$ cat config.mk
export PLATFORM = sky130hd
export DESIGN_NAME = rtc_top
export DESIGN_NICKNAME = d
export VERILOG_FILES = /design/src/verilog/rtc_pkg.sv /design/src/verilog/rtc_strap_if.sv /design/src/verilog/rtc_sync.sv /design/src/verilog/rtc_strap_decode.sv /design/src/verilog/rtc_top.sv
export SDC_FILE = /design/constraint.sdc
export NUM_CORES = 1
export LEC_CHECK = 0
export BUFFER_PORTS_ARGS = -buffer_cell sky130_fd_sc_hd__buf_4
export CORE_MARGIN = 2
export CORE_UTILIZATION = 38
export DETAILED_ROUTE_END_ITERATION = 6
export GPL_TIMING_DRIVEN = 1
export PLACE_DENSITY = 0.67
export RECOVER_POWER = 50
export SLEW_MARGIN = 15
export SYNTH_ARGS = -nofsm -noshare
export SYNTH_HDL_FRONTEND = slang
export SYNTH_SLANG_ARGS = --single-unit
$ cat constraint.sdc
create_clock -name aclk -period 2.6 [get_ports aclk]
set_clock_uncertainty 0.05 [all_clocks]
set_input_delay 0.13 -clock aclk [delete_from_list [all_inputs] [get_ports aclk]]
set_output_delay 0.13 -clock aclk [all_outputs]
set_load 0.05 [all_outputs]
$ cat src/verilog/rtc_pkg.sv
// constants, encodings and types of the retimer strap and control block
package rtc_pkg;
    localparam int AXI_AW = 8;
    localparam logic [7:0] ADDR_CTRL = 8'h00;
    localparam logic [7:0] ADDR_STATUS = 8'h04;

    localparam int CTRL_DEEMPH_LSB = 0;
    localparam int CTRL_EQ_LSB = 2;
    localparam logic [1:0] DEEMPH_0DB = 2'h0;
    localparam logic [1:0] DEEMPH_M2DB = 2'h1;
    localparam logic [1:0] DEEMPH_RSVD = 2'h3;
    localparam logic [1:0] EQ_FIXED_7P5 = 2'h0;
    localparam logic [1:0] EQ_ADAPTIVE = 2'h1;
    localparam logic [1:0] EQ_FIXED_14 = 2'h2;
    localparam logic [1:0] CTRL_DEEMPH_RST = DEEMPH_0DB;
    localparam logic [1:0] CTRL_EQ_RST = EQ_ADAPTIVE;

    localparam int ST_OE = 0;
    localparam int ST_SIGEN = 1;
    localparam int ST_CLKV = 2;
    localparam int ST_STBY = 3;
    localparam int ST_MODE = 4;
    localparam int ST_DLVL = 5;
    localparam int ST_ELVL = 7;
    localparam int ST_HPD = 9;
    localparam int ST_DEEMPH = 10;
    localparam int ST_EQ = 12;
    localparam int ST_PDOWN = 14;

    localparam logic [1:0] RESP_OKAY = 2'h0;
    localparam logic [1:0] RESP_SLVERR = 2'h2;

    // pin order inside the synchroniser vector
    localparam int PIN_OE = 0;
    localparam int PIN_SIGEN = 1;
    localparam int PIN_CLKV = 2;
    localparam int PIN_MODE = 3;
    localparam int PIN_HPD = 4;
    localparam int PIN_D_ABOVE = 5;
    localparam int PIN_D_BELOW = 6;
    localparam int PIN_E_ABOVE = 7;
    localparam int PIN_E_BELOW = 8;
    localparam int PIN_COUNT = 9;

    typedef enum logic [1:0] {LVL_LOW, LVL_MID, LVL_HIGH} rtc_level_t;
    typedef enum logic [1:0] {PWR_OFF, PWR_ACTIVE, PWR_STANDBY} rtc_state_t;
endpackage

$ cat src/verilog/rtc_strap_if.sv
// carrier between a three-level strap comparator pair and its decoder
`timescale 1ns/10ps
`default_nettype none
interface rtc_strap_if;
    logic above;
    logic below;
    rtc_pkg::rtc_level_t level;
    modport dec (input above, input below, output level);
    modport user (output above, output below, input level);
endinterface
`default_nettype wire

$ cat src/verilog/rtc_sync.sv
// two-flop synchroniser for a vector of pin levels
`timescale 1ns/10ps
`default_nettype none
module rtc_sync #(
    parameter int W = 1
) (
    input wire logic aclk,
    input wire logic aresetn,
    input wire logic [W-1:0] d,
    output logic [W-1:0] q
);
    logic [W-1:0] meta;

    genvar i;
    generate
        for (i = 0; i < W; i++) begin : g_bit
            always_ff @(posedge aclk) begin
                if (!aresetn) begin
                    meta[i] <= 1'b0;
                    q[i] <= 1'b0;
                end else begin
                    meta[i] <= d[i];
                    q[i] <= meta[i];
                end
            end
        end
    endgenerate
endmodule // rtc_sync
`default_nettype wire

$ cat src/verilog/rtc_strap_decode.sv
// three-level strap decoder from a synchronised comparator pair
`timescale 1ns/10ps
`default_nettype none
module rtc_strap_decode (
    input wire logic aclk,
    input wire logic aresetn,
    rtc_strap_if.dec s
);
    // both comparators tripping at once is impossible on a sane pin; treat as mid
    always_ff @(posedge aclk) begin
        if (!aresetn) begin
            s.level <= rtc_pkg::LVL_MID;
        end else if (s.above && !s.below) begin
            s.level <= rtc_pkg::LVL_HIGH;
        end else if (s.below && !s.above) begin
            s.level <= rtc_pkg::LVL_LOW;
        end else begin
            s.level <= rtc_pkg::LVL_MID;
        end
    end
endmodule // rtc_strap_decode
`default_nettype wire

$ cat src/verilog/rtc_top.sv
// strap, control pin and register logic of the retimer
`timescale 1ns/10ps
`default_nettype none
module rtc_top (
    input wire logic aclk,
    input wire logic aresetn,
    // register bus
    input wire logic [7:0] s_axi_awaddr,
    input wire logic [2:0] s_axi_awprot,
    input wire logic s_axi_awvalid,
    output logic s_axi_awready,
    input wire logic [31:0] s_axi_wdata,
    input wire logic [3:0] s_axi_wstrb,
    input wire logic s_axi_wvalid,
    output logic s_axi_wready,
    output logic [1:0] s_axi_bresp,
    output logic s_axi_bvalid,
    input wire logic s_axi_bready,
    input wire logic [7:0] s_axi_araddr,
    input wire logic [2:0] s_axi_arprot,
    input wire logic s_axi_arvalid,
    output logic s_axi_arready,
    output logic [31:0] s_axi_rdata,
    output logic [1:0] s_axi_rresp,
    output logic s_axi_rvalid,
    input wire logic s_axi_rready,
    // pins, asynchronous to aclk
    input wire logic operation_enable,
    input wire logic signal_detector_enable,
    input wire logic input_clock_valid,
    input wire logic control_mode_select,
    input wire logic hot_plug_in_from_sink,
    input wire logic deemph_strap_above,
    input wire logic deemph_strap_below,
    input wire logic equalizer_strap_addr_bit_above,
    input wire logic equalizer_strap_addr_bit_below,
    // control outputs
    output logic power_down,
    output logic internal_reset,
    output logic detector_on,
    output logic standby,
    output logic serial_bus_mode,
    output logic [1:0] deemph_setting,
    output logic [1:0] eq_setting,
    output logic target_addr_bit1,
    output logic hot_plug_out_to_source
);
    logic [rtc_pkg::PIN_COUNT-1:0] pins_raw;
    logic [rtc_pkg::PIN_COUNT-1:0] pins;
    logic oe_s;
    logic oe_q;
    logic oe_fall;
    logic signal_detector_enable_s;
    logic clkv_s;
    logic mode_s;
    logic hpd_s;
    rtc_pkg::rtc_state_t state;
    rtc_pkg::rtc_state_t next_state;
    logic [1:0] ctrl_deemph;
    logic [1:0] ctrl_eq;
    logic [1:0] next_deemph;
    logic [1:0] next_eq;
    logic aw_got;
    logic w_got;
    logic [7:0] wr_addr;
    logic [31:0] wr_data;
    logic [3:0] wr_strb;
    logic wr_commit;
    logic ctrl_hit;
    logic [31:0] status_word;

    rtc_strap_if deemph_if ();
    rtc_strap_if eq_if ();

    assign pins_raw = {equalizer_strap_addr_bit_below, equalizer_strap_addr_bit_above,
        deemph_strap_below, deemph_strap_above, hot_plug_in_from_sink,
        control_mode_select, input_clock_valid, signal_detector_enable, operation_enable};

    rtc_sync #(.W(rtc_pkg::PIN_COUNT)) u_sync (
        .aclk(aclk),
        .aresetn(aresetn),
        .d(pins_raw),
        .q(pins)
    );

    assign oe_s = pins[rtc_pkg::PIN_OE];
    assign signal_detector_enable_s = pins[rtc_pkg::PIN_SIGEN];
    assign clkv_s = pins[rtc_pkg::PIN_CLKV];
    assign mode_s = pins[rtc_pkg::PIN_MODE];
    assign hpd_s = pins[rtc_pkg::PIN_HPD];
    assign deemph_if.above = pins[rtc_pkg::PIN_D_ABOVE];
    assign deemph_if.below = pins[rtc_pkg::PIN_D_BELOW];
    assign eq_if.above = pins[rtc_pkg::PIN_E_ABOVE];
    assign eq_if.below = pins[rtc_pkg::PIN_E_BELOW];

    rtc_strap_decode u_deemph_dec (
        .aclk(aclk),
        .aresetn(aresetn),
        .s(deemph_if.dec)
    );

    rtc_strap_decode u_eq_dec (
        .aclk(aclk),
        .aresetn(aresetn),
        .s(eq_if.dec)
    );

    // operation enable edge; reset value matches the synchroniser's reset output,
    // otherwise the first edge after release would fake a fall and pulse internal_reset
    always_ff @(posedge aclk) begin
        if (!aresetn) begin
            oe_q <= 1'b0;
        end else begin
            oe_q <= oe_s;
        end
    end
    assign oe_fall = oe_q && !oe_s;

    always_ff @(posedge aclk) begin
        if (!aresetn) begin
            internal_reset <= 1'b0;
        end else begin
            internal_reset <= oe_fall;
        end
    end

    // power state
    always_comb begin
        next_state = state;
        case (state)
            rtc_pkg::PWR_OFF: begin
                if (oe_s && signal_detector_enable_s && !clkv_s) begin
                    next_state = rtc_pkg::PWR_STANDBY;
                end else if (oe_s) begin
                    next_state = rtc_pkg::PWR_ACTIVE;
                end
            end
            rtc_pkg::PWR_ACTIVE: begin
                if (signal_detector_enable_s && !clkv_s) begin
                    next_state = rtc_pkg::PWR_STANDBY;
                end
            end
            rtc_pkg::PWR_STANDBY: begin
                if (!signal_detector_enable_s || clkv_s) begin
                    next_state = rtc_pkg::PWR_ACTIVE;
                end
            end
            default: begin
                next_state = rtc_pkg::PWR_OFF;
            end
        endcase
        if (!oe_s) begin
            next_state = rtc_pkg::PWR_OFF;
        end
    end

    always_ff @(posedge aclk) begin
        if (!aresetn) begin
            state <= rtc_pkg::PWR_OFF;
        end else begin
            state <= next_state;
        end
    end

    always_ff @(posedge aclk) begin
        if (!aresetn) begin
            power_down <= 1'b1;
            standby <= 1'b0;
            detector_on <= 1'b0;
        end else begin
            power_down <= (next_state == rtc_pkg::PWR_OFF);
            standby <= (next_state == rtc_pkg::PWR_STANDBY);
            detector_on <= signal_detector_enable_s && oe_s;
        end
    end

    // effective strap-controllable settings
    always_comb begin
        if (mode_s) begin
            next_deemph = ctrl_deemph;
            next_eq = ctrl_eq;
        end else begin
            case (deemph_if.level)
                rtc_pkg::LVL_LOW: next_deemph = rtc_pkg::DEEMPH_M2DB;
                rtc_pkg::LVL_MID: next_deemph = rtc_pkg::DEEMPH_0DB;
                default: next_deemph = rtc_pkg::DEEMPH_RSVD;
            endcase
            case (eq_if.level)
                rtc_pkg::LVL_LOW: next_eq = rtc_pkg::EQ_FIXED_7P5;
                rtc_pkg::LVL_MID: next_eq = rtc_pkg::EQ_ADAPTIVE;
                default: next_eq = rtc_pkg::EQ_FIXED_14;
            endcase
        end
    end

    always_ff @(posedge aclk) begin
        if (!aresetn) begin
            deemph_setting <= rtc_pkg::CTRL_DEEMPH_RST;
            eq_setting <= rtc_pkg::CTRL_EQ_RST;
            serial_bus_mode <= 1'b0;
            target_addr_bit1 <= 1'b0;
            hot_plug_out_to_source <= 1'b0;
        end else begin
            deemph_setting <= next_deemph;
            eq_setting <= next_eq;
            serial_bus_mode <= mode_s;
            // pin is driven two-level in bus mode, so only the low comparator matters
            target_addr_bit1 <= mode_s && !eq_if.below;
            hot_plug_out_to_source <= hpd_s;
        end
    end

    // write channel: address and data taken in either order, one write at a time
    always_ff @(posedge aclk) begin
        if (!aresetn) begin
            aw_got <= 1'b0;
            s_axi_awready <= 1'b1;
            wr_addr <= 8'h00;
        end else if (s_axi_awvalid && s_axi_awready) begin
            aw_got <= 1'b1;
            s_axi_awready <= 1'b0;
            wr_addr <= s_axi_awaddr;
        end else if (s_axi_bvalid && s_axi_bready) begin
            aw_got <= 1'b0;
            s_axi_awready <= 1'b1;
        end
    end

    always_ff @(posedge aclk) begin
        if (!aresetn) begin
            w_got <= 1'b0;
            s_axi_wready <= 1'b1;
            wr_data <= 32'h0000_0000;
            wr_strb <= 4'h0;
        end else if (s_axi_wvalid && s_axi_wready) begin
            w_got <= 1'b1;
            s_axi_wready <= 1'b0;
            wr_data <= s_axi_wdata;
            wr_strb <= s_axi_wstrb;
        end else if (s_axi_bvalid && s_axi_bready) begin
            w_got <= 1'b0;
            s_axi_wready <= 1'b1;
        end
    end

    assign wr_commit = aw_got && w_got && !s_axi_bvalid;
    assign ctrl_hit = (wr_addr[7:2] == rtc_pkg::ADDR_CTRL[7:2]);

    always_ff @(posedge aclk) begin
        if (!aresetn) begin
            s_axi_bvalid <= 1'b0;
            s_axi_bresp <= rtc_pkg::RESP_OKAY;
        end else if (wr_commit) begin
            s_axi_bvalid <= 1'b1;
            if (ctrl_hit || wr_addr[7:2] == rtc_pkg::ADDR_STATUS[7:2]) begin
                s_axi_bresp <= rtc_pkg::RESP_OKAY;
            end else begin
                s_axi_bresp <= rtc_pkg::RESP_SLVERR;
            end
        end else if (s_axi_bready) begin
            s_axi_bvalid <= 1'b0;
        end
    end

    // control register; strap mode keeps the strap values in charge
    always_ff @(posedge aclk) begin
        if (!aresetn || oe_fall) begin
            ctrl_deemph <= rtc_pkg::CTRL_DEEMPH_RST;
            ctrl_eq <= rtc_pkg::CTRL_EQ_RST;
        end else if (wr_commit && ctrl_hit && wr_strb[0] && mode_s) begin
            ctrl_deemph <= wr_data[rtc_pkg::CTRL_DEEMPH_LSB +: 2];
            ctrl_eq <= wr_data[rtc_pkg::CTRL_EQ_LSB +: 2];
        end
    end

    always_comb begin
        status_word = 32'h0000_0000;
        status_word[rtc_pkg::ST_OE] = oe_s;
        status_word[rtc_pkg::ST_SIGEN] = signal_detector_enable_s;
        status_word[rtc_pkg::ST_CLKV] = clkv_s;
        status_word[rtc_pkg::ST_STBY] = standby;
        status_word[rtc_pkg::ST_MODE] = mode_s;
        status_word[rtc_pkg::ST_DLVL +: 2] = deemph_if.level;
        status_word[rtc_pkg::ST_ELVL +: 2] = eq_if.level;
        status_word[rtc_pkg::ST_HPD] = hpd_s;
        status_word[rtc_pkg::ST_DEEMPH +: 2] = deemph_setting;
        status_word[rtc_pkg::ST_EQ +: 2] = eq_setting;
        status_word[rtc_pkg::ST_PDOWN] = power_down;
    end

    // read channel: answer one cycle after the address is taken
    always_ff @(posedge aclk) begin
        if (!aresetn) begin
            s_axi_arready <= 1'b1;
            s_axi_rvalid <= 1'b0;
            s_axi_rdata <= 32'h0000_0000;
            s_axi_rresp <= rtc_pkg::RESP_OKAY;
        end else if (s_axi_arvalid && s_axi_arready) begin
            s_axi_arready <= 1'b0;
            s_axi_rvalid <= 1'b1;
            s_axi_rresp <= rtc_pkg::RESP_OKAY;
            if (s_axi_araddr[7:2] == rtc_pkg::ADDR_CTRL[7:2]) begin
                s_axi_rdata <= {28'h0000000, ctrl_eq, ctrl_deemph};
            end else if (s_axi_araddr[7:2] == rtc_pkg::ADDR_STATUS[7:2]) begin
                s_axi_rdata <= status_word;
            end else begin
                s_axi_rdata <= 32'h0000_0000;
                s_axi_rresp <= rtc_pkg::RESP_SLVERR;
            end
        end else if (s_axi_rvalid && s_axi_rready) begin
            s_axi_rvalid <= 1'b0;
            s_axi_arready <= 1'b1;
        end
    end
endmodule // rtc_top
`default_nettype wire

==> impl_metrics.csv, run 1 <==
group,metric,value,unit
global_routing,antenna_violations_before_repair,0,
cts,cts-root-to-sink-buffers,2,
synthesis,synth_seq_area_share,55.3,%
power_and_ir_drop,static-leakage-power,0.00139,uW
setup_path,worst-setup-path-type,"in2reg",
cts,clock-sinks,75,
routing,vias,2075,
timing,hold_slack,0.0168,ns
power_and_ir_drop,peak_supply_drop,0.000262,V
timing,fin_setup_tns,0,ns
cells_and_area,area_growth_syn_to_layout,27.6,%
floorplanning,floorplan.initialDensity,39.5,%
global_routing,grt_pass1_wl,8710,um
synthesis,yosys_warnings,0,
routing,drtPass1Iterations,4,
synthesis,ys.flop_type,"sky130_fd_sc_hd__dfxtp_1",
synthesis,syn-instance-count,285,
cells_and_area,layout.nets,436,
timing,setup_repair_after_global_routing_missed_its_margin,"false",
routing,ant_nets,0,
floorplanning,die_w,88.5,um
synthesis,number_of_synthesized_flops_with_an_enable_pin,0,
timing,finalHoldViolCount,0,
cts,number_of_clock_buffers_inserted_by_tritoncts,9,
setup_path,critical_path_peak_fanout,33,
timing,fin_crit_sh,63.4,%
routing,post_drt_wl_per_cell,11.5,um
global_routing,pin_count_of_the_biggest_net_entering_global_routing,34,
global_routing,via_count_of_the_first_global_routing_pass,1859,
setup_path,cp-start-kind,"primary input",
timing,maximum_clock_frequency,607,MHz
routing,detail_route.iter0.violations,59,
timing,setup_viol,0,
cells_and_area,final_common_cell,"sky130_fd_sc_hd__dfxtp_1",
floorplanning,fp.dieH,88.5,um
status,outcome,"completed",
cts,post_cts_resized,0,
cts,h-tree-depth,3,
cells_and_area,final.fill_count,682,
floorplanning,fp.coreArea,6870,um^2
setup_path,timing.critical_path.required,2.79,ns
cts,root_buffer,"sky130_fd_sc_hd__clkbuf_8",
timing,timing.final.crit_period,1.65,ns
cells_and_area,layout-drive-gt1-share,19.5,%
run,max_cap_violations,0,
routing,wl,5300,um
setup_path,end_kind,"register",
timing,worst-slew-pin-transition,1.31,ns
floorplanning,floorplan.io_pins,126,
global_routing,grtUsageTotal,14.5,%
power_and_ir_drop,cellPowerDensity,703,nW/um^2
synthesis,synth_unique_cells,35,
floorplanning,area_enclosed_by_the_die_boundary,7840,um^2
routing,drt-vias-per-instance,4.50,
cells_and_area,antenna-diode-count,0,
place,dp_slack,0.964,ns
power_and_ir_drop,p_total,2440,uW
cells_and_area,layout.cells.most_common_list,"75 x sky130_fd_sc_hd__dfxtp_1, 40 x sky130_fd_sc_hd__buf_4, 36 x sky130_fd_sc_hd__nand3_1, 28 x sky130_fd_sc_hd__nand2_1",
synthesis,postSynthRegisterBits,75,
cts,clkTransAtPathRegs,0.07,ns
floorplanning,std_cell_rows,30,
timing,timing.slew.headroom,12.8,%
synthesis,syn-mean-instance-area,9.53,um^2
cts,worst_skew_pair.late_latency,0.34,ns
global_routing,overflow,0,
place,gp_congestion,0.747,
min_path,hold_class,"in2reg",
cts,cts_tree,"built",
cells_and_area,fin_util,50.4,%
routing,drc_errors,0,
timing,slew_viol_final,0,
timing,fin_ws,0.952,ns
synthesis,synthArstFlopShare,0,%
place,io_buffers,65,
synthesis,syn-cell-area,2720,um^2
setup_path,arrival,1.84,ns
place,dpl.hpwl,3710,um
[metal layers]
layer  wire length (um)  GRT usage, %
met1               2610          19.8
met2               2260          21.5
met3                327          3.17
met4                108          7.85
met5                  0             0
[worst paths after layout]
path	startpoint	to	cells after the start	slack (ns)
hold / removal	s_axi_rready	s_axi_rvalid	3	0.02
hold reg to reg	u_sync.meta[0]	u_sync.q[0]	1	0.38
setup reg to reg	wr_addr[3]	ctrl_deemph[1]	3	0.97
setup / recovery	aresetn	s_axi_rdata[4]	4	0.95
[cell families (layout without fill, tap and decap cells)]
family                   after synthesis  in the layout  synth area share, %
AND/OR/NAND/NOR                      116            116                 23.1
AO/OA/AOI/OAI                         39             39                 8.16
buffers and inverters                 42            104                 8.48
other                                  1             19                0.138
flip-flops                            75             75                 55.3
multiplexers                          10             10                 3.87
adder cells (fa/ha/maj)                2              2                0.922
[report_power, final]
| group | switching, uW | internal, uW | total [uW] |
|---|---|---|---|
| sequential | 26.3 | 1190 | 1220 |
| clock | 404 | 538 | 941 |
| combinational | 187 | 90.6 | 278 |
[final cells by class]
| type | count | area (um^2) | area share, % |
|---|---|---|---|
| inverter | 9 | 33.8 | 0.975 |
| multi-input combinational | 186 | 1050 | 30.2 |
| tap | 96 | 120 | 3.47 |
| clock buffer | 11 | 131 | 3.79 |
| sequential | 75 | 1500 | 43.4 |
| timing repair buffer | 79 | 552 | 15.9 |
| clock inverter | 5 | 77.6 | 2.24 |
[registers in the layout (all words and copies together) (netlist names), 4 cells and up]
name and count:
wr_data 4, u_sync.q 9, wr_addr 6, u_sync.meta 9
s_axi_rdata 15
[metrics by stage]
step | std cells | area (um^2)
2_1_floorplan | 303 | 2780
3_3_place_gp | 433 | 3210
3_5_place_dp | 433 | 3210
4_1_cts | 461 | 3540
5_1_grt | 461 | 3460
6_report | 461 | 3460
[cells in the mapped netlist (all sizes together) (4+ instances only)]
master	n	share of area, %
dfxtp	75	55
nand3	36	6.6
nand2	28	3.9
and2	24	5.5
buf	23	5.9
a21oi	21	3.9
o21ai	12	2.2
clkbuf	10	1.4
inv	9	1.2
mux2i	6	2.2
nand2b	5	1.2
nor2	5	0.69
mux2	4	1.7
nand4	4	0.92
nor3	4	0.74
[worst max-delay path, stage by stage]
cell and delay, ns:
sky130_fd_sc_hd__buf_4 0.22, sky130_fd_sc_hd__clkbuf_1 0.99, sky130_fd_sc_hd__nand2_1 0.24, sky130_fd_sc_hd__o31ai_1 0.26
[timing repair]
item | 4_1_cts | 5_1_grt
hold endpoints to repair | 12 | 0
buffers inserted | 0 | 0
hold buffers | 12 | 0
Power figures use the tool's default switching activity.
==> run 2, diff against run 1 <==
clock period = 1.73 ns   (was 2.6 ns; I/O delays follow)
==> impl_metrics.csv, run 2 (synthesis gave the netlist of run 1 again) <==
group,metric,value,unit
timing,worst-slew-pin-transition,0.635,ns
cts,clkTransAtPathRegs,0.08,ns
cells_and_area,antenna-diode-count,0,
cells_and_area,final_common_cell,"sky130_fd_sc_hd__dfxtp_1",
floorplanning,fp.coreArea,6870,um^2
setup_path,crit_path_end,"ctrl_deemph[0]",
timing,fin_setup_tns,0,ns
cells_and_area,final.fill_count,660,
cells_and_area,layout-drive-gt1-share,17.4,%
timing,maximum_clock_frequency,607,MHz
power_and_ir_drop,static-leakage-power,0.00146,uW
setup_path,regToRegSetupSlack,0.08,ns
routing,drtPass1Iterations,4,
global_routing,pin_count_of_the_biggest_net_entering_global_routing,30,
cells_and_area,most_flops_register,"s_axi_rdata",
routing,ant_nets,0,
routing,wl,5730,um
floorplanning,floorplan.initialDensity,39.5,%
timing,timing.slew.headroom,57.9,%
cts,clock-sinks,75,
place,io_buffers,65,
cells_and_area,area_growth_syn_to_layout,36.4,%
routing,post_drt_wl_per_cell,11.8,um
global_routing,antenna_violations_before_repair,0,
cells_and_area,fin_util,53.9,%
setup_path,r2r.worst_path.cells,3,
cts,cts-root-to-sink-buffers,2,
setup_path,cp-start-kind,"register",
setup_path,worst-setup-path-type,"reg2reg",
cells_and_area,layout.cells.most_common_list,"75 x sky130_fd_sc_hd__dfxtp_1, 42 x sky130_fd_sc_hd__buf_4, 36 x sky130_fd_sc_hd__nand3_1, 32 x sky130_fd_sc_hd__dlygate4sd3_1, 30 x sky130_fd_sc_hd__clkbuf_1",
cts,number_of_clock_buffers_inserted_by_tritoncts,9,
routing,drt-vias-per-instance,4.52,
floorplanning,area_enclosed_by_the_die_boundary,7840,um^2
setup_path,timing.rr.end,"ctrl_deemph[0]",
routing,vias,2199,
cts,root_buffer,"sky130_fd_sc_hd__clkbuf_8",
cts,h-tree-depth,3,
floorplanning,die_w,88.5,um
min_path,hold_class,"in2reg",
setup_path,timing.critical_path.required,1.96,ns
timing,finalHoldViolCount,0,
cts,worst_skew_pair.late_latency,0.35,ns
setup_path,critPathLaunch,"wr_addr[3]",
setup_path,end_kind,"register",
cts,cts_tree,"built",
routing,detail_route.iter0.violations,82,
place,dpl.hpwl,3820,um
routing,drc_errors,0,
power_and_ir_drop,cellPowerDensity,1060,nW/um^2
setup_path,worst_r2r_startpoint,"wr_addr[3]",
floorplanning,fp.dieH,88.5,um
cts,cts_post_setup_buffers_inserted,0,
timing,fin_crit_sh,95.3,%
timing,setup_viol,0,
global_routing,grtUsageTotal,15.4,%
cells_and_area,reg_top3,"s_axi_rdata (15), u_sync.meta (9), u_sync.q (9)",
cells_and_area,number_of_flip_flops_under_the_largest_register_name,15,
power_and_ir_drop,p_total,3930,uW
global_routing,grt_pass1_wl,9180,um
floorplanning,floorplan.io_pins,126,
setup_path,arrival,1.87,ns
floorplanning,std_cell_rows,30,
timing,slew_viol_final,0,
place,gp_congestion,0.759,
power_and_ir_drop,peak_supply_drop,0.000390,V
cells_and_area,layout.nets,461,
global_routing,overflow,0,
status,outcome,"completed",
global_routing,via_count_of_the_first_global_routing_pass,2009,
timing,timing.final.crit_period,1.65,ns
timing,setup_repair_after_global_routing_missed_its_margin,"false",
run,max_cap_violations,0,
setup_path,critical_path_peak_fanout,4,
==> run 2: critical path, cell delays in order (launching register included) <==
cell                      delay, ns
sky130_fd_sc_hd__dfxtp_1       0.32
sky130_fd_sc_hd__or4_4         0.55
sky130_fd_sc_hd__nor4_4        0.41
sky130_fd_sc_hd__mux2i_1       0.24
==> run 2: worst min-delay path by stage <==
stage,start,end,cells past startpoint
2_1_floorplan,operation_enable,u_sync.meta[0],1
3_3_place_gp,equalizer_strap_addr_bit_above,u_sync.meta[7],2
3_5_place_dp,equalizer_strap_addr_bit_above,u_sync.meta[7],2
4_1_cts,s_axi_wvalid,wr_data[0],3
5_1_grt,s_axi_wvalid,wr_data[0],3
6_report,s_axi_wvalid,wr_data[2],3
==> run 2: repair_timing <==
item | in CTS | in global routing
hold buffers | 32 | 0
resized for setup | 0 | 0
endpoints found under the hold margin | 26 | 0
==> run 2: layout make-up <==
class                           instances  area (um^2)  area share [%]
Clock buffer                           10          138            3.72
Clock inverter                          6          111            3.01
Inverter                                9         33.8           0.912
Multi-Input combinational cell        186         1050            28.4
Sequential cell                        75         1500            40.5
Tap cell                               96          120            3.24
Timing Repair Buffer                  104          748            20.2
==> run 2: routing by layer <==
metal	routed length [um]	share of wire [%]	up-vias	GRT usage, %
met2	2650	46	66	24.5
met3	331	5.8	6	4.57
met5	0	0	-	0
met4	81	1.4	0	7.02
met1	2670	47	1007	19.3
li1	-	-	1120	-
==> run 2: where the power goes <==
part	total (uW)	switching, uW	internal, uW	leakage (uW)
logic	464	292	172	0.000727
registers	1830	38.8	1790	0.000613
clock network	1640	637	999	0.000123
total	3930	968	2960	0.00146
==> run 2: through the flow <==
step | cell area [um^2] | worst slack [ns] | hold WS (ns) | instances
after floorplan | 2780 | 0.0626 | 0.164 | 303
after global placement | 3250 | 0.129 | 0.248 | 438
after detailed placement | 3250 | 0.102 | 0.247 | 438
after CTS | 3820 | 0.0815 | 0.000537 | 486
after global routing | 3700 | 0.0247 | 0.00318 | 486
final | 3700 | 0.0813 | 0.0194 | 486
